[config.mk]
export PLATFORM = sky130hd
export DESIGN_NAME = pwsc_top
export DESIGN_NICKNAME = d
export VERILOG_FILES = /design/src/pwsc_pkg.sv /design/src/pwsc_persist_store.sv /design/src/pwsc_tap100_map.sv /design/src/pwsc_top.sv
export SDC_FILE = /design/constraint.sdc
export NUM_CORES = 1
export LEC_CHECK = 0
export BUFFER_PORTS_ARGS = -buffer_cell sky130_fd_sc_hd__buf_2
export CAP_MARGIN = 10
export CORE_MARGIN = 1
export CORE_UTILIZATION = 50
export DETAILED_ROUTE_END_ITERATION = 7
export GPL_ROUTABILITY_DRIVEN = 0
export GPL_TIMING_DRIVEN = 0
export HOLD_SLACK_MARGIN = 0.08
export PLACE_DENSITY_LB_ADDON = 0.2
export SYNTH_ARGS = -nofsm -noshare
export SYNTH_HDL_FRONTEND = slang
export SYNTH_SLANG_ARGS = --single-unit
[constraint.sdc]
create_clock -name sys_clk_in -period 6.9 [get_ports sys_clk_in]
set_input_delay 1.035 -clock sys_clk_in [delete_from_list [all_inputs] [get_ports sys_clk_in]]
set_output_delay 1.035 -clock sys_clk_in [all_outputs]
set_load 0.03 [all_outputs]
[src/pwsc_pkg.sv]
// package: constants and types for the pot wiper serial control block
`default_nettype none
// How it works
// RULE1 - pot write address 10101110 is acknowledged
// RULE2 - instruction picks pot and persist select
// RULE3 - codes 00,01,10 pick 64,100,256-tap pots
// RULE4 - pot select 11 is not acknowledged
// RULE5 - data loads on eighth data rising edge
// RULE6 - oversized data saturates at highest tap
// RULE7 - 64/256-tap pots use data as tap
// RULE8 - persistent store starts at 00h
// RULE9 - dummy write selects pot for reading
// RULE10 - read address returns selected wiper byte
// RULE11 - unused top readback bits read as zero
// RULE12 - volatile control bits power up zero
// RULE13 - control bit layout, reserved bits zero
// RULE14 - no write enable: abort, no data ack
// RULE15 - writing 02h sets write enable latch
// RULE16 - latch write leaves device ready at stop
// RULE17 - other control bits need register unlock
// RULE18 - unlock sets only with write enable
// RULE19 - unlock clears after completed register write
// RULE20 - pot write lock rejects pot writes
// RULE21 - write protect pin blocks persistent writes
// RULE22 - monitor flag sets only while output high
// RULE23 - monitor flag clears when output low
// RULE24 - persist select writes wiper and store
// RULE25 - address 111 pots, 010 control register
// RULE26 - busy after persistent write, address unacked
// RULE27 - wipers load from store at power-up
// RULE28 - 100-tap translation in its own module
package pwsc_pkg;
    localparam logic [3:0] DEV_TYPE = 4'ha;
    localparam logic [2:0] SEL_POTS = 3'h7;
    localparam logic [2:0] SEL_CTRL = 3'h2;
    localparam logic [1:0] POT0 = 2'h0;
    localparam logic [1:0] POT1 = 2'h1;
    localparam logic [1:0] POT2 = 2'h2;
    localparam logic [1:0] POT_RSVD = 2'h3;
    localparam int PERSIST_BIT = 7;
    localparam logic [7:0] POT0_MAX = 8'h3f;
    localparam logic [7:0] POT1_MAX_TAP = 8'h63;
    localparam logic [7:0] CTRL_ADDR_BYTE = 8'hff;
    localparam logic [7:0] STORE_RESET = 8'h00;
    localparam logic [7:0] WEL_SET_VALUE = 8'h02;
    localparam logic [7:0] WEL_CLEAR_VALUE = 8'h00;
    localparam int CS_MON2 = 6;
    localparam int CS_MON3 = 5;
    localparam int CS_LOCK = 3;
    localparam int CS_UNLOCK = 2;
    localparam int CS_WEL = 1;
    localparam logic [3:0] BITS_PER_BYTE = 4'h8;
    localparam int CLK_HZ = 40_000_000;
    localparam int PERSIST_CYCLE_MS = 5;
    localparam int PERSIST_CYCLE_CYCLES = CLK_HZ / 1000 * PERSIST_CYCLE_MS;
    localparam int BUSY_W = 24;

    typedef enum logic [3:0] {
        ST_INIT = 4'hf,
        ST_IDLE = 4'h0,
        ST_ADDR = 4'h1,
        ST_ADDR_ACK = 4'h3,
        ST_INSTR = 4'h2,
        ST_INSTR_ACK = 4'h6,
        ST_DATA = 4'h7,
        ST_DATA_ACK = 4'h5,
        ST_RD_BYTE = 4'h4,
        ST_IGNORE = 4'hc
    } pwsc_state_e;

    typedef struct packed {
        logic [2:0][7:0] wiper_data;
        logic lock;
    } pwsc_store_s;

    typedef struct packed {
        pwsc_state_e st;
        logic scl_q;
        logic sda_q;
        logic [3:0] bitcnt;
        logic [7:0] shreg;
        logic acked;
        logic ack_driven;
        logic rw;
        logic to_ctrl;
        logic [1:0] sel;
        logic persist;
        logic got_data;
        logic pend_pot;
        logic pend_ctrl;
        logic [7:0] pend_data;
        logic write_enable_latch;
        logic unlock;
        logic mon2;
        logic mon3;
        logic [5:0] w0;
        logic [6:0] w1;
        logic [7:0] w2;
        logic store_we;
        logic lock_we;
        logic lock_d;
        logic [BUSY_W-1:0] busy_cnt;
        logic busy_q;
        logic [7:0] csr_q;
        logic sda_oe;
    } pwsc_regs_s;

    localparam pwsc_regs_s REGS_RESET = '{st: ST_INIT, scl_q: 1'b1, sda_q: 1'b1, default: '0};
endpackage : pwsc_pkg
`default_nettype wire

[src/pwsc_persist_store.sv]
// persistent wiper store and pot write lock
`default_nettype none
module pwsc_persist_store (
    // clock and reset
    input wire logic clk_in,
    input wire logic rst_n_in,
    // write ports
    input wire logic write_en_in,
    input wire logic [1:0] sel_in,
    input wire logic [7:0] data_in,
    input wire logic lock_write_en_in,
    input wire logic lock_in,
    // stored contents
    output pwsc_pkg::pwsc_store_s store_out
);
    pwsc_pkg::pwsc_store_s s;
    pwsc_pkg::pwsc_store_s next_s;

    always_comb begin
        next_s = s;
        if (write_en_in && sel_in != pwsc_pkg::POT_RSVD) begin
            next_s.wiper_data[sel_in] = data_in; // RULE24
        end
        if (lock_write_en_in) begin
            next_s.lock = lock_in;
        end
    end

    // power loss is not modelled: reset stands for the shipped contents
    always_ff @(posedge clk_in or negedge rst_n_in) begin
        if (!rst_n_in) begin
            s <= '{wiper_data: {3{pwsc_pkg::STORE_RESET}}, lock: 1'b0}; // RULE8
        end else begin
            s <= next_s;
        end
    end

    assign store_out = s;
endmodule : pwsc_persist_store
`default_nettype wire

[src/pwsc_tap100_map.sv]
// data byte to tap translation for the 100-tap pot
`default_nettype none
module pwsc_tap100_map (
    // translation
    input wire logic [7:0] data_in,
    output logic [6:0] tap_out
);
    // straight mapping with saturation; swap in the real table here
    always_comb begin
        if (data_in > pwsc_pkg::POT1_MAX_TAP) begin // RULE6
            tap_out = pwsc_pkg::POT1_MAX_TAP[6:0];
        end else begin
            tap_out = data_in[6:0]; // RULE28
        end
    end
endmodule : pwsc_tap100_map
`default_nettype wire

[src/pwsc_top.sv]
// two-wire slave front end for the triple pot wiper control
`default_nettype none
module pwsc_top #(
    parameter int unsigned PERSIST_CYCLES = pwsc_pkg::PERSIST_CYCLE_CYCLES
) (
    // clock and reset
    input wire logic sys_clk_in,
    input wire logic resetn_in,
    // two-wire bus
    input wire logic scl_in,
    input wire logic sda_in,
    output logic sda_out,
    output logic sda_oe_out,
    // protection and monitors
    input wire logic write_protect_in,
    input wire logic mon2_reset_out_in,
    input wire logic mon3_reset_out_in,
    // wiper positions and status
    output logic [5:0] wiper0_tap_out,
    output logic [6:0] wiper1_tap_out,
    output logic [7:0] wiper2_tap_out,
    output logic [7:0] control_status_out,
    output logic busy_out
);
    if (PERSIST_CYCLES == 0 || PERSIST_CYCLES >= (1 << pwsc_pkg::BUSY_W)) begin : g_bad_cycles
        $error("PERSIST_CYCLES out of range");
    end

    localparam logic [pwsc_pkg::BUSY_W-1:0] BUSY_LOAD = PERSIST_CYCLES[pwsc_pkg::BUSY_W-1:0];

    // -------------------------------------------------------------
    // reset release
    // -------------------------------------------------------------
    logic [1:0] rst_sync;
    logic rst_n;

    always_ff @(posedge sys_clk_in or negedge resetn_in) begin
        if (!resetn_in) begin
            rst_sync <= 2'h0;
        end else begin
            rst_sync <= {rst_sync[0], 1'b1};
        end
    end
    assign rst_n = rst_sync[1];

    // -------------------------------------------------------------
    // decode helpers
    // -------------------------------------------------------------
    function automatic logic [7:0] csr_value(input logic write_enable_latch, input logic unlock, input logic lock,
                                             input logic mon2, input logic mon3);
        logic [7:0] v;
        v = 8'h00; // RULE13
        v[pwsc_pkg::CS_WEL] = write_enable_latch;
        v[pwsc_pkg::CS_UNLOCK] = unlock;
        v[pwsc_pkg::CS_LOCK] = lock;
        v[pwsc_pkg::CS_MON2] = mon2;
        v[pwsc_pkg::CS_MON3] = mon3;
        return v;
    endfunction : csr_value

    function automatic logic [5:0] sat64(input logic [7:0] d);
        return (d > pwsc_pkg::POT0_MAX) ? pwsc_pkg::POT0_MAX[5:0] : d[5:0]; // RULE6 RULE7
    endfunction : sat64

    // -------------------------------------------------------------
    // state and submodules
    // -------------------------------------------------------------
    pwsc_pkg::pwsc_regs_s s;
    pwsc_pkg::pwsc_regs_s next_s;
    pwsc_pkg::pwsc_store_s store;
    logic [7:0] byte_in;
    logic [7:0] lut_in;
    logic [6:0] lut_tap;
    logic [7:0] rd_val;
    logic scl_r;
    logic scl_f;
    logic start_c;
    logic stop_c;
    logic lock;

    assign lock = store.lock;
    assign byte_in = {s.shreg[6:0], sda_in};
    assign lut_in = (s.st == pwsc_pkg::ST_INIT) ? store.wiper_data[1] : byte_in;
    assign scl_r = scl_in & ~s.scl_q;
    assign scl_f = ~scl_in & s.scl_q;
    assign start_c = s.scl_q & scl_in & s.sda_q & ~sda_in;
    assign stop_c = s.scl_q & scl_in & ~s.sda_q & sda_in;

    pwsc_tap100_map u_map (
        .data_in(lut_in),
        .tap_out(lut_tap)
    );

    pwsc_persist_store u_store (
        .clk_in(sys_clk_in),
        .rst_n_in(rst_n),
        .write_en_in(s.store_we),
        .sel_in(s.sel),
        .data_in(s.pend_data),
        .lock_write_en_in(s.lock_we),
        .lock_in(s.lock_d),
        .store_out(store)
    );

    // readback: unused upper bits of the narrow pots read as zero
    always_comb begin
        if (s.to_ctrl) begin
            rd_val = csr_value(s.write_enable_latch, s.unlock, lock, s.mon2, s.mon3);
        end else begin
            unique case (s.sel)
                pwsc_pkg::POT0: rd_val = {2'h0, s.w0}; // RULE11
                pwsc_pkg::POT1: rd_val = {1'b0, s.w1}; // RULE11
                pwsc_pkg::POT2: rd_val = s.w2;
                pwsc_pkg::POT_RSVD: rd_val = 8'h00;
            endcase
        end
    end

    // -------------------------------------------------------------
    // next state
    // -------------------------------------------------------------
    always_comb begin
        next_s = s;
        next_s.scl_q = scl_in;
        next_s.sda_q = sda_in;
        next_s.store_we = 1'b0;
        next_s.lock_we = 1'b0;
        if (s.busy_cnt != '0) begin
            next_s.busy_cnt = s.busy_cnt - 1'b1;
        end
        next_s.mon2 = s.mon2 & mon2_reset_out_in; // RULE23
        next_s.mon3 = s.mon3 & mon3_reset_out_in; // RULE23
        unique case (s.st)
            pwsc_pkg::ST_INIT: begin
                next_s.w0 = sat64(store.wiper_data[0]); // RULE27
                next_s.w1 = lut_tap;
                next_s.w2 = store.wiper_data[2];
                next_s.st = pwsc_pkg::ST_IDLE;
            end
            pwsc_pkg::ST_IDLE, pwsc_pkg::ST_IGNORE: begin
            end
            pwsc_pkg::ST_ADDR, pwsc_pkg::ST_INSTR, pwsc_pkg::ST_DATA: begin
                if (scl_r) begin
                    next_s.shreg = byte_in;
                    next_s.bitcnt = s.bitcnt + 4'h1;
                    next_s.ack_driven = 1'b0;
                end
                if (scl_r && s.bitcnt == pwsc_pkg::BITS_PER_BYTE - 4'h1) begin
                    if (s.st == pwsc_pkg::ST_ADDR) begin
                        next_s.st = pwsc_pkg::ST_ADDR_ACK;
                        next_s.rw = byte_in[0];
                        next_s.to_ctrl = byte_in[3:1] == pwsc_pkg::SEL_CTRL; // RULE25
                        next_s.acked = byte_in[7:4] == pwsc_pkg::DEV_TYPE && s.busy_cnt == '0 // RULE1 RULE26
                            && (byte_in[3:1] == pwsc_pkg::SEL_POTS || byte_in[3:1] == pwsc_pkg::SEL_CTRL);
                    end else if (s.st == pwsc_pkg::ST_INSTR) begin
                        next_s.st = pwsc_pkg::ST_INSTR_ACK;
                        if (s.to_ctrl) begin
                            next_s.acked = byte_in == pwsc_pkg::CTRL_ADDR_BYTE;
                        end else begin
                            next_s.sel = byte_in[1:0]; // RULE2 RULE9
                            next_s.persist = byte_in[pwsc_pkg::PERSIST_BIT];
                            next_s.acked = byte_in[1:0] != pwsc_pkg::POT_RSVD; // RULE4
                        end
                    end else begin
                        next_s.st = pwsc_pkg::ST_DATA_ACK;
                        next_s.got_data = 1'b1;
                        if (s.got_data) begin
                            // a second data byte cancels the pending store or control write; the wiper keeps the first byte
                            next_s.acked = 1'b0;
                            next_s.pend_pot = 1'b0;
                            next_s.pend_ctrl = 1'b0;
                        end else if (s.to_ctrl) begin
                            next_s.acked = s.write_enable_latch || byte_in == pwsc_pkg::WEL_SET_VALUE // RULE14
                                || byte_in == pwsc_pkg::WEL_CLEAR_VALUE;
                            next_s.pend_ctrl = next_s.acked;
                            next_s.pend_data = byte_in;
                        end else begin
                            next_s.acked = s.write_enable_latch && !lock // RULE14 RULE20
                                && !(s.persist && write_protect_in); // RULE21
                            if (next_s.acked) begin
                                next_s.pend_pot = s.persist; // RULE24
                                next_s.pend_data = byte_in;
                                unique case (s.sel) // RULE3 RULE5
                                    pwsc_pkg::POT0: next_s.w0 = sat64(byte_in);
                                    pwsc_pkg::POT1: next_s.w1 = lut_tap;
                                    pwsc_pkg::POT2: next_s.w2 = byte_in; // RULE7
                                    pwsc_pkg::POT_RSVD: next_s.acked = 1'b0;
                                endcase
                            end
                        end
                    end
                end
            end
            pwsc_pkg::ST_ADDR_ACK, pwsc_pkg::ST_INSTR_ACK, pwsc_pkg::ST_DATA_ACK: begin
                // first falling edge drives the acknowledge, second releases it
                if (scl_f && !s.ack_driven) begin
                    next_s.sda_oe = s.acked;
                    next_s.ack_driven = 1'b1;
                end else if (scl_f) begin
                    next_s.sda_oe = 1'b0;
                    next_s.bitcnt = 4'h0;
                    if (!s.acked) begin
                        next_s.st = pwsc_pkg::ST_IGNORE;
                    end else if (s.st == pwsc_pkg::ST_ADDR_ACK && s.rw) begin
                        next_s.st = pwsc_pkg::ST_RD_BYTE; // RULE10
                        next_s.sda_oe = ~rd_val[7];
                        next_s.shreg = {rd_val[6:0], 1'b0};
                        next_s.bitcnt = 4'h1;
                    end else if (s.st == pwsc_pkg::ST_ADDR_ACK) begin
                        next_s.st = pwsc_pkg::ST_INSTR;
                    end else begin
                        next_s.st = pwsc_pkg::ST_DATA;
                    end
                end
            end
            pwsc_pkg::ST_RD_BYTE: begin
                // one byte per read; the master's acknowledge is not looked at
                if (scl_f && s.bitcnt == pwsc_pkg::BITS_PER_BYTE) begin
                    next_s.sda_oe = 1'b0;
                    next_s.st = pwsc_pkg::ST_IGNORE;
                end else if (scl_f) begin
                    next_s.sda_oe = ~s.shreg[7];
                    next_s.shreg = {s.shreg[6:0], 1'b0};
                    next_s.bitcnt = s.bitcnt + 4'h1;
                end
            end
            default: next_s.st = pwsc_pkg::ST_IDLE;
        endcase
        if (start_c && s.st != pwsc_pkg::ST_INIT) begin
            next_s.st = pwsc_pkg::ST_ADDR;
            next_s.bitcnt = 4'h0;
            next_s.sda_oe = 1'b0;
            next_s.got_data = 1'b0;
            // a restart drops a half-built write; a later stop must not store it
            next_s.pend_pot = 1'b0;
            next_s.pend_ctrl = 1'b0;
        end
        if (stop_c && s.st != pwsc_pkg::ST_INIT) begin
            next_s.st = pwsc_pkg::ST_IDLE;
            next_s.sda_oe = 1'b0;
            next_s.pend_pot = 1'b0;
            next_s.pend_ctrl = 1'b0;
            if (s.pend_pot) begin
                next_s.store_we = 1'b1; // RULE24
                next_s.busy_cnt = BUSY_LOAD; // RULE26
            end
            if (s.pend_ctrl) begin
                next_s.write_enable_latch = s.pend_data[pwsc_pkg::CS_WEL]; // RULE15 RULE16
                if (s.write_enable_latch && s.unlock) begin // RULE17
                    next_s.mon2 = s.pend_data[pwsc_pkg::CS_MON2] & mon2_reset_out_in; // RULE22
                    next_s.mon3 = s.pend_data[pwsc_pkg::CS_MON3] & mon3_reset_out_in; // RULE22
                    if (!s.pend_data[pwsc_pkg::CS_UNLOCK]) begin
                        next_s.unlock = 1'b0; // RULE19
                        if (!write_protect_in) begin
                            next_s.lock_we = 1'b1;
                            next_s.lock_d = s.pend_data[pwsc_pkg::CS_LOCK];
                            next_s.busy_cnt = BUSY_LOAD;
                        end
                    end
                end else if (s.write_enable_latch && s.pend_data[pwsc_pkg::CS_UNLOCK]) begin
                    next_s.unlock = 1'b1; // RULE18
                end
            end
        end
        next_s.busy_q = next_s.busy_cnt != '0;
        next_s.csr_q = csr_value(next_s.write_enable_latch, next_s.unlock, lock, next_s.mon2, next_s.mon3);
    end

    always_ff @(posedge sys_clk_in or negedge rst_n) begin
        if (!rst_n) begin
            s <= pwsc_pkg::REGS_RESET; // RULE12
        end else begin
            s <= next_s;
        end
    end

    assign sda_out = 1'b0;
    assign sda_oe_out = s.sda_oe;
    assign wiper0_tap_out = s.w0;
    assign wiper1_tap_out = s.w1;
    assign wiper2_tap_out = s.w2;
    assign control_status_out = s.csr_q;
    assign busy_out = s.busy_q;

    // -------------------------------------------------------------
    // checks
    // -------------------------------------------------------------
    a_busy_no_ack: assert property (@(posedge sys_clk_in) disable iff (!rst_n) // RULE26
        s.busy_q |-> !s.sda_oe) else $error("bus driven while busy");

    a_rsvd_pot_nack: assert property (@(posedge sys_clk_in) disable iff (!rst_n) // RULE4
        (s.st == pwsc_pkg::ST_INSTR_ACK && !s.to_ctrl && s.sel == pwsc_pkg::POT_RSVD) |-> !s.sda_oe)
        else $error("reserved pot select acknowledged");

    a_wiper_needs_wel: assert property (@(posedge sys_clk_in) disable iff (!rst_n) // RULE14
        ($changed(s.w2) && $past(s.st) != pwsc_pkg::ST_INIT) |-> $past(s.write_enable_latch))
        else $error("wiper moved without write enable");

    a_wiper_lock: assert property (@(posedge sys_clk_in) disable iff (!rst_n) // RULE20
        ($changed(s.w0) && $past(s.st) != pwsc_pkg::ST_INIT) |-> !$past(lock))
        else $error("wiper moved while locked");

    a_unlock_needs_wel: assert property (@(posedge sys_clk_in) disable iff (!rst_n) // RULE18
        $rose(s.unlock) |-> $past(s.write_enable_latch)) else $error("unlock set without write enable");

    a_mon2_clear: assert property (@(posedge sys_clk_in) disable iff (!rst_n) // RULE23
        !mon2_reset_out_in |=> !s.mon2) else $error("monitor flag held while output low");

    a_mon3_set: assert property (@(posedge sys_clk_in) disable iff (!rst_n) // RULE22
        $rose(s.mon3) |-> $past(mon3_reset_out_in)) else $error("monitor flag set while output low");

    a_persist_busy: assert property (@(posedge sys_clk_in) disable iff (!rst_n) // RULE24
        s.store_we |-> s.busy_q ##1 s.busy_q) else $error("persistent write without busy");

    a_wp_block: assert property (@(posedge sys_clk_in) disable iff (!rst_n) // RULE21
        $rose(s.pend_pot) |-> !$past(write_protect_in)) else $error("persistent write under protect");

    a_data_edge: assert property (@(posedge sys_clk_in) disable iff (!rst_n) // RULE5
        ($changed(s.w2) && $past(s.st) == pwsc_pkg::ST_DATA) |-> s.st == pwsc_pkg::ST_DATA_ACK)
        else $error("wiper loaded outside data byte end");

    // power-up load, register protection, busy, read length and monitor flags
    a_init_load: assert property (@(posedge sys_clk_in) disable iff (!rst_n) // RULE27
        s.st == pwsc_pkg::ST_INIT |=> s.w2 == $past(store.wiper_data[2])) else $error("wiper not loaded");

    a_lock_needs_unlock: assert property (@(posedge sys_clk_in) disable iff (!rst_n) // RULE17
        s.lock_we |-> $past(s.unlock) && $past(s.write_enable_latch)) else $error("lock written while locked out");

    a_unlock_clears: assert property (@(posedge sys_clk_in) disable iff (!rst_n) // RULE19
        s.lock_we |-> !s.unlock) else $error("unlock kept after register write");

    a_lock_busy: assert property (@(posedge sys_clk_in) disable iff (!rst_n) // RULE26
        s.lock_we |-> s.busy_q) else $error("lock write without busy");

    a_wel_no_busy: assert property (@(posedge sys_clk_in) disable iff (!rst_n) // RULE16
        $rose(s.write_enable_latch) |-> !s.busy_q) else $error("latch write started busy");

    a_rd_one_byte: assert property (@(posedge sys_clk_in) disable iff (!rst_n) // RULE10
        (s.st == pwsc_pkg::ST_RD_BYTE && scl_f && s.bitcnt == pwsc_pkg::BITS_PER_BYTE) |=> !s.sda_oe)
        else $error("read drove past one byte");

    a_mon2_set: assert property (@(posedge sys_clk_in) disable iff (!rst_n) // RULE22
        $rose(s.mon2) |-> $past(mon2_reset_out_in)) else $error("mon2 flag set while output low");

    a_mon3_clear: assert property (@(posedge sys_clk_in) disable iff (!rst_n) // RULE23
        !mon3_reset_out_in |=> !s.mon3) else $error("mon3 flag held while output low");
endmodule : pwsc_top
`default_nettype wire

==> impl_metrics.py, run 1 <==
metrics = {
    "logic_synthesis": {
        "async_reset_ff_share_pct": 100,
        "ys_seq_elements": 118,
        "synth_area_um2": 6730,
        "ys_warn_count": 0,
        "synth_edf_count": 0,
        "ys_seq_area_share_pct": 44.0,
        "postSynthCellCount": 660,
        "ys_types": 89,
        "synth_area_per_cell_um2": 10.2,
        "yosys_most_used_dff": "dfrtp_1",
    },
    "detailed_routing": {
        "ant_nets": 0,
        "drc_errors": 0,
        "firstDrtPassIters": 6,
        "wl_um": 16900,
        "wl_per_cell_um": 18.7,
        "viasPerCell": 5.90,
        "drt_iter0_markers": 554,
        "dr_total_vias": 5354,
    },
    "sta": {
        "fin_skew_ns": 0.00618,
        "timing.final.crit_period_ns": 2.85,
        "worst_slack_ns": 4.05,
        "fin_crit_sh_pct": 41.3,
        "fin_hold_ws_ns": 0.354,
        "max_freq_ghz": 0.351,
        "tns_ns": 0,
        "worst_slew_pin_slew_ns": 0.838,
        "slew_viol_final": 0,
        "rsz0062_at_grt": "no",
        "finalHoldViolCount": 0,
        "slew_headroom_pct": 44.1,
        "setup_viol": 0,
    },
    "clocking": {
        "clockRootBuffer": "clkbuf_16",
        "cts.path.max_buffers": 2,
        "clk_pin_slew_ns": 0.05,
        "post_cts_resized": 0,
        "cts_inserted_buffers": 17,
        "cts_tree": "built",
        "insertion_delay_ns": 0.42,
        "clkSinkCount": 118,
        "htreeDepth": 4,
        "cts_hold_buffers": 0,
        "cts_setup_buffers": 0,
    },
    "worst_setup_path": {
        "crit_fanout": 7,
        "r2r-end": "wiper1_tap_out[0]",
        "crit_type": "flip-flop to flip-flop",
        "arrival_ns": 3.15,
        "cp.buffers_inverters": 1,
        "r2r-start": "s[96]",
        "required_ns": 7.20,
        "critPathTopFamily": "compound AO/OA/AOI/OAI gates",
        "cpMostUsedCell": "nand2_1",
        "cp_cell_sequence": "buf_2 -> nor2b_1 -> nand2_1 -> nor3_2 -> nand2_1 -> a211oi_2 -> o21ai_1 -> o22a_1",
        "r2r_slack_ns": 4.05,
        "end_kind": "flip-flop",
        "worst_path_max_delay_cell": "a211oi_2",
        "slowest_delay_ns": 0.55,
        "reg2regPathDepth": 8,
        "cp-start-kind": "flip-flop",
    },
    "global_routing": {
        "grt_pass1_vias": 5348,
        "grt_pass1_wl_um": 28200,
        "grt_max_degree": 65,
        "grt-ovfl-total": 0,
        "grtUsageTotal_pct": 26.1,
        "antenna_found_initial": 0,
    },
    "power_and_ir_drop": {
        "peakVddDrop_mv": 0.203,
        "p_total_mw": 2.24,
        "leakagePower_nw": 3.43,
        "p_per_area_nw_per_um2": 287,
    },
    "placed_design": {
        "hpwl_um": 11900,
        "post_dp_cell_area_um2": 7160,
        "dp.cells": 874,
        "port_buffers": 34,
        "place_ws_ns": 3.69,
    },
    "die": {
        "start_util_pct": 51.0,
        "dieArea_um2": 13900,
        "num_io_pins": 39,
        "fp.dieH_um": 118,
        "num_rows": 42,
        "core_area_um2": 13200,
        "die_x_um": 118,
    },
    "final_layout": {
        "drive_gt1_share_pct": 29.1,
        "layout_commonest_cell": "dfrtp_1",
        "layout.nets": 729,
        "post-route-util_pct": 59.1,
        "diodes": 0,
        "final_cell_mix": "dfrtp_1, mux2_2, nor2_1",
        "areaGrowthSynthToFinish_pct": 15.9,
        "design_area_um2": 7800,
        "final_cells": 907,
    },
    "worst_hold_path": {
        "whs_path_depth": 0,
        "min-delay-start": "rst_sync[0]",
        "hold-path-endpoint": "rst_sync[1]",
        "hold_class": "flip-flop to flip-flop",
    },
    "status": {
        "outcome": "complete, no violations",
    },
    "job": {
        "cap_viol_max_count": 0,
    },
}
logic make-up (layout without fill, tap and decap cells):
kind of cell / count (synthesis) / after routing / synth area share (%)
and+or+nand+nor: 222 / 222 / 19.5
DFF: 118 / 118 / 44.0
AOI/OAI and AO/OA: 129 / 129 / 13.0
other: 2 / 5 / 0.112
muxes: 80 / 80 / 13.0
xor gates and xnor gates: 15 / 15 / 1.95
adders and majority gates: 6 / 6 / 1.04
buffers and inverters: 88 / 156 / 7.38
layout make-up:
type	count	area (um^2)
sequential	118	2960
timing repair buffer	36	203
multi-input combinational	457	3280
buffer	66	414
inverter	22	82.6
clock inverter	12	175
tap	176	220
clock buffer	20	457
fill	1135	5390
power by group:
group	total [mW]	switching (mW)	internal, mW	leakage, nW
logic	0.505	0.322	0.182	1.68
registers	0.792	0.0477	0.744	1.45
clock network	0.945	0.322	0.622	0.302
Yosys cell counts (9+ instances only):
library cell	n	area, um^2
nor4_1	9	56.3
dfrtp_1	112	2800
mux2_2	59	664
o22ai_1	9	56.3
nand2_1	51	191
clkbuf_1	18	67.6
inv_1	22	82.6
o21ai_0	31	155
buf_4	33	248
a21oi_1	28	140
mux2i_1	21	210
nor2_1	56	210
nor3_1	17	85.1
layer usage:
metal,up-vias,part of all wire [%],GRT usage [%]
met4,0,2.0,10.2
met3,28,6.3,5.86
met1,2632,42,33.0
met5,-,0,0
li1,2467,-,-
met2,227,50,43.3
state kept, by name (all words and copies together) (netlist names):
| signal | flops |
|---|---|
| wiper1_tap_out | 7 |
| wiper0_tap_out | 6 |
| rst_sync | 2 |
| control_status_out | 5 |
| byte_in | 7 |
| u_store.store_out | 25 |
| s | 56 |
| wiper2_tap_out | 8 |
| busy_out | 1 |
| sda_oe_out | 1 |
worst max path at each step:
stage / from / cells past startpoint / slack [ns] / endpoint
after global placement: rst_sync[1] / 0 / 2.06 / s[90]
final: s[96] / 8 / 4.05 / wiper1_tap_out[0]
after floorplan: rst_sync[1] / 0 / 3.38 / busy_out
after global routing: s[94] / 8 / 3.87 / wiper1_tap_out[0]
after detailed placement: scl_in / 7 / 3.69 / wiper1_tap_out[1]
after CTS: s[96] / 8 / 4.08 / wiper1_tap_out[0]
Power figures use the tool's default switching activity.
==> run 2: changes to the inputs <==
Clock period 6.9 ns to 2.6 ns, I/O delays scaled along.
==> impl_metrics.py, run 2 (same netlist as run 1, synthesis figures left out) <==
metrics = {
    "status": {
        "outcome": "complete, no violations",
    },
    "global_routing": {
        "grt_pass1_vias": 5365,
        "grt_pass1_wl_um": 27800,
        "antenna_found_initial": 0,
        "grt-ovfl-total": 0,
        "top_usage_layer": "met2",
        "met1_usage_pct": 32.5,
        "grtUsageTotal_pct": 26.0,
        "grt_max_degree": 64,
        "use_met3_pct": 6.10,
        "use_met2_pct": 42.2,
    },
    "die": {
        "start_util_pct": 51.0,
        "die_x_um": 118,
        "core_area_um2": 13200,
        "num_io_pins": 39,
        "fp.dieH_um": 118,
        "num_rows": 42,
        "dieArea_um2": 13900,
    },
    "clocking": {
        "htreeDepth": 4,
        "cts_inserted_buffers": 17,
        "clk_pin_slew_ns": 0.06,
        "clockRootBuffer": "clkbuf_16",
        "cts_tree": "built",
        "clkSinkCount": 118,
        "insertion_delay_ns": 0.43,
        "cts.path.max_buffers": 2,
    },
    "final_layout": {
        "layout.nets": 731,
        "multi_input_area_um2": 3390,
        "design_area_um2": 7960,
        "layout_commonest_cell": "dfrtp_1",
        "drive_gt1_share_pct": 31.4,
        "regMostFlops": "s",
        "regArea_um2": 2970,
        "n_fill_cell": 1113,
        "areaGrowthSynthToFinish_pct": 18.2,
        "final_cell_mix": "dfrtp_1, mux2_2, nor2_1",
        "diodes": 0,
        "largest_reg_flops": 56,
    },
    "job": {
        "cap_viol_max_count": 0,
    },
    "sta": {
        "rsz0062_at_grt": "yes",
        "slew_viol_final": 0,
        "fin_skew_ns": 0.00490,
        "max_freq_ghz": 0.401,
        "finalHoldViolCount": 0,
        "timing.final.crit_period_ns": 2.49,
        "slew_headroom_pct": 16.6,
        "worst_slew_pin_slew_ns": 1.25,
        "setup_viol": 0,
        "fin_crit_sh_pct": 95.9,
    },
    "worst_setup_path": {
        "crit_fanout": 9,
        "worst_path_max_delay_cell": "or4_1",
        "crit_type": "flip-flop to flip-flop",
        "cp_cell_sequence": "buf_2 -> nand4_4 -> and4bb_4 -> and2_1 -> buf_2 -> or4_1 -> nand2_1 -> nor4_2 -> nand4_1",
        "cpMostUsedCell": "buf_2",
        "required_ns": 2.96,
        "slowest_delay_ns": 0.53,
        "arrival_ns": 2.85,
        "cp-start-kind": "flip-flop",
        "end_kind": "flip-flop",
    },
    "placed_design": {
        "port_buffers": 34,
        "hpwl_um": 12000,
        "post_dp_cell_area_um2": 7160,
    },
    "power_and_ir_drop": {
        "peakVddDrop_mv": 0.585,
        "p_per_area_nw_per_um2": 769,
        "p_total_mw": 6.12,
        "leakagePower_nw": 3.51,
    },
    "detailed_routing": {
        "drt_iter0_markers": 455,
        "drc_errors": 0,
        "dr_total_vias": 5423,
        "viasPerCell": 5.97,
        "ant_nets": 0,
        "wl_um": 17400,
        "wl_per_cell_um": 19.1,
        "firstDrtPassIters": 5,
    },
    "worst_hold_path": {
        "hold_class": "input pin to flip-flop",
    },
}
## run 2: changes by cell type in the layout (fill, tap and decap cells not counted), moves of 2 or more
cell | before | now
buf_4 | 33 | 37
a21oi_1 | 28 | 26
buf_2 | 41 | 39
nand2_1 | 51 | 49
nor3_4 | 0 | 2
clkbuf_1 | 19 | 17
## run 2: worst max-delay path, delay by kind of cell, from the launching register on
family	cells	cell delay (ns)
DFF	1	0.51
and+or+nand+nor	7	1.52
buffers and inverters	2	0.40
## run 2: repair_timing
action | CTS | global route
setup endpoints to repair | 21 | 41
hold buffers | 1 | 0
resized for setup | 8 | 19
pin swaps | 0 | 2
endpoints found under the hold margin | 2 | 0
buffers inserted | 2 | 2
## run 2: area by class of cell
| class | instances | area share, % |
|---|---|---|
| well taps | 176 | 2.77 |
| repair buffers | 40 | 2.99 |
| multi-input cells | 457 | 42.6 |
| plain buffers | 64 | 5.13 |
| flip-flops and latches | 118 | 37.3 |
| inverters | 22 | 1.04 |
| clock inverters | 12 | 2.52 |
| clock buffers | 19 | 5.69 |
## run 2: routing by layer
metal | vias to the layer above | share of wire [%]
met3 | 45 | 4.4
met5 | - | 0
met1 | 2704 | 43
met2 | 197 | 50
li1 | 2477 | -
met4 | 0 | 2.8
## run 2: path summary, 6_finish.rpt
kind,from,slack [ns],depth (start not counted),to
min reg2reg,rst_sync[0],0.35,0,rst_sync[1]
max in group asynchronous,rst_sync[1],1.36,1,s[95]
min in group asynchronous,resetn_in,0.28,2,rst_sync[0]
min,sda_in,0.11,1,s[92]
max,s[97],0.11,9,busy_out
max reg2reg,s[97],0.11,9,busy_out
## run 2: where the power goes
| group | switching (mW) | leakage (nW) | internal (mW) | total, mW |
|---|---|---|---|---|
| clock network | 0.862 | 0.311 | 1.74 | 2.60 |
| logic | 0.887 | 1.75 | 0.503 | 1.39 |
| registers | 0.147 | 1.45 | 1.98 | 2.12 |
| total | 1.90 | 3.51 | 4.22 | 6.12 |
## run 2: stage by stage
| step | setup WS (ns) | utilization, % | cells | hold WS (ns) | TNS [ns] |
|---|---|---|---|---|---|
| floorplan | 0.300 | - | 663 | 0.0944 | 0 |
| global placement | -0.137 | 54.1 | 873 | 0.177 | -6.43 |
| detailed placement | -0.169 | 54.3 | 874 | 0.181 | -0.951 |
| CTS | 0.0119 | 59.7 | 908 | 0.0959 | 0 |
| global route | -0.0550 | 60.3 | 908 | 0.0881 | -0.210 |
| finish | 0.108 | 60.3 | 908 | 0.108 | 0 |
==> run 3: changes to the inputs <==
Settings changed: CORE_UTILIZATION 50 to 45.
==> impl_metrics.py, run 3 (same netlist as run 1, synthesis figures left out) <==
metrics = {
    "die": {
        "fp.dieH_um": 124,
        "core_area_um2": 14500,
        "die_x_um": 124,
        "num_io_pins": 39,
        "start_util_pct": 46.3,
        "dieArea_um2": 15400,
        "num_rows": 44,
    },
    "final_layout": {
        "multi_input_area_um2": 3380,
        "layout.nets": 736,
        "areaGrowthSynthToFinish_pct": 18.0,
        "regMostFlops": "s",
        "diodes": 0,
        "layout_commonest_cell": "dfrtp_1",
        "n_fill_cell": 1329,
        "final_cell_mix": "dfrtp_1, mux2_2, nor2_1",
        "regArea_um2": 2970,
        "drive_gt1_share_pct": 31.7,
        "largest_reg_flops": 56,
    },
    "placed_design": {
        "port_buffers": 34,
        "hpwl_um": 12300,
        "place_ws_ns": -0.189,
    },
    "detailed_routing": {
        "wl_per_cell_um": 18.9,
        "ant_nets": 0,
        "viasPerCell": 5.85,
        "firstDrtPassIters": 6,
        "drc_errors": 0,
        "drt_iter0_markers": 630,
        "wl_um": 17400,
        "dr_total_vias": 5390,
    },
    "global_routing": {
        "grt_pass1_vias": 5242,
        "grt-ovfl-total": 0,
        "grt_pass1_wl_um": 28000,
        "antenna_found_initial": 0,
        "grt_max_degree": 65,
        "grtUsageTotal_pct": 23.2,
    },
    "clocking": {
        "cts_inserted_buffers": 17,
        "clkSinkCount": 118,
        "htreeDepth": 4,
        "cts.path.max_buffers": 2,
        "clk_pin_slew_ns": 0.06,
        "cts_tree": "built",
        "insertion_delay_ns": 0.42,
        "clockRootBuffer": "clkbuf_16",
    },
    "power_and_ir_drop": {
        "power.internal_mw": 3.92,
        "clkPwrFrac_pct": 39.9,
        "peakVddDrop_mv": 0.411,
        "seqPwrFrac_pct": 36.8,
        "p_switching_mw": 1.84,
        "p_per_area_nw_per_um2": 727,
        "leakagePower_nw": 3.50,
        "p_comb_share_pct": 23.3,
        "p_sw_share_pct": 32.0,
    },
    "worst_setup_path": {
        "r2r_slack_ns": 0.1,
        "required_ns": 2.95,
        "end_kind": "flip-flop",
        "r2r-end": "busy_out",
        "r2r-start": "s[97]",
        "cp-start-kind": "flip-flop",
        "crit_fanout": 9,
        "startpoint": "s[97]",
        "crit_type": "flip-flop to flip-flop",
        "reg2regPathDepth": 9,
        "arrival_ns": 2.85,
    },
    "sta": {
        "slew_viol_final": 0,
        "rsz0062_at_grt": "yes",
        "worst_slew_pin_slew_ns": 0.837,
        "fin_hold_ws_ns": 0.125,
        "finalHoldViolCount": 0,
        "slew_headroom_pct": 44.2,
        "setup_viol": 0,
        "fin_crit_sh_pct": 96.3,
        "timing.final.crit_period_ns": 2.50,
        "worst_slack_ns": 0.0974,
        "max_freq_ghz": 0.400,
        "fin_skew_ns": 0.00983,
    },
    "worst_hold_path": {
        "min-delay-start": "sda_in",
        "hold-path-endpoint": "s[92]",
        "hold_class": "input pin to flip-flop",
        "whs_path_depth": 1,
    },
    "job": {
        "cap_viol_max_count": 0,
    },
    "status": {
        "outcome": "complete, no violations",
    },
}
## run 3: cell count changes in the layout (fill, tap and decap cells not counted), sizes merged
| cell | previous run | this run |
|---|---|---|
| clkinv | 3 | 8 |
| buf | 84 | 88 |
| bufinv | 5 | 2 |
| clkbuf | 38 | 40 |
| clkinvlp | 3 | 1 |
## run 3: worst max path at each step
stage / slack (ns) / end / cells after the start
6_report: 0.1 / busy_out / 9
5_1_grt: -0.01 / busy_out / 9
4_1_cts: -0.02 / s[66] / 6
3_5_place_dp: -0.19 / wiper1_tap_out[0] / 8
3_3_place_gp: -0.10 / busy_out / 9
2_1_floorplan: 0.30 / busy_out / 9
## run 3: what timing repair did
item	CTS	global route
hold buffers	1	0
endpoints found under the setup margin	26	48
buffers inserted	2	6
pin swaps	0	5
resized for setup	9	18
hold endpoints to repair	2	0
## run 3: per-layer routing
layer | GRT usage (%) | share of wire [%] | up-vias | wire, um
met5 | 0 | 0 | - | 0
met2 | 37.6 | 48 | 203 | 8450
li1 | - | - | 2477 | -
met1 | 30.3 | 44 | 2677 | 7640
met4 | 8.79 | 2.5 | 0 | 441
met3 | 4.98 | 5.1 | 33 | 895
## run 3: final cells by class
| type | count | area share, % |
|---|---|---|
| Buffer | 64 | 5.15 |
| Clock buffer | 20 | 5.75 |
| Clock inverter | 12 | 1.61 |
| Inverter | 22 | 1.04 |
| Multi-Input combinational cell | 457 | 42.6 |
| Sequential cell | 118 | 37.4 |
| Tap cell | 184 | 2.90 |
| Timing Repair Buffer | 45 | 3.59 |
## run 3: worst max-delay path: stages, from the launching register on
cell	delay, ns
dfstp_2	0.51
buf_2	0.22
nand4_4	0.24
and4bb_4	0.32
and2_1	0.14
buf_2	0.19
or4_1	0.51
nand2_1	0.13
nor4_2	0.06
nand4_1	0.10
## run 3: per-stage QoR
| stage | cells | cell area, um^2 | total power [mW] | TNS, ns | util [%] |
|---|---|---|---|---|---|
| 3_5_place_dp | 882 | 7170 | 3.44 | -1.63 | 49.3 |
| 4_1_cts | 917 | 7820 | 5.77 | -0.106 | 53.8 |
| 6_report | 922 | 7940 | 5.77 | 0 | 54.6 |
| 2_1_floorplan | 663 | 6740 | 3.06 | 0 | - |
| 3_3_place_gp | 881 | 7140 | 3.41 | -5.57 | 49.1 |
| 5_1_grt | 922 | 7940 | 6.04 | -0.00956 | 54.6 |
## run 3: power by group through the flow
stage | combinational (mW) | sequential, mW | clock, mW
final | 1.34 | 2.13 | 2.30
after global routing | 1.47 | 2.15 | 2.42
after CTS | 1.33 | 2.10 | 2.34
after detailed placement | 1.31 | 2.13 | 0
after global placement | 1.27 | 2.14 | 0
after floorplan | 0.948 | 2.12 | 0
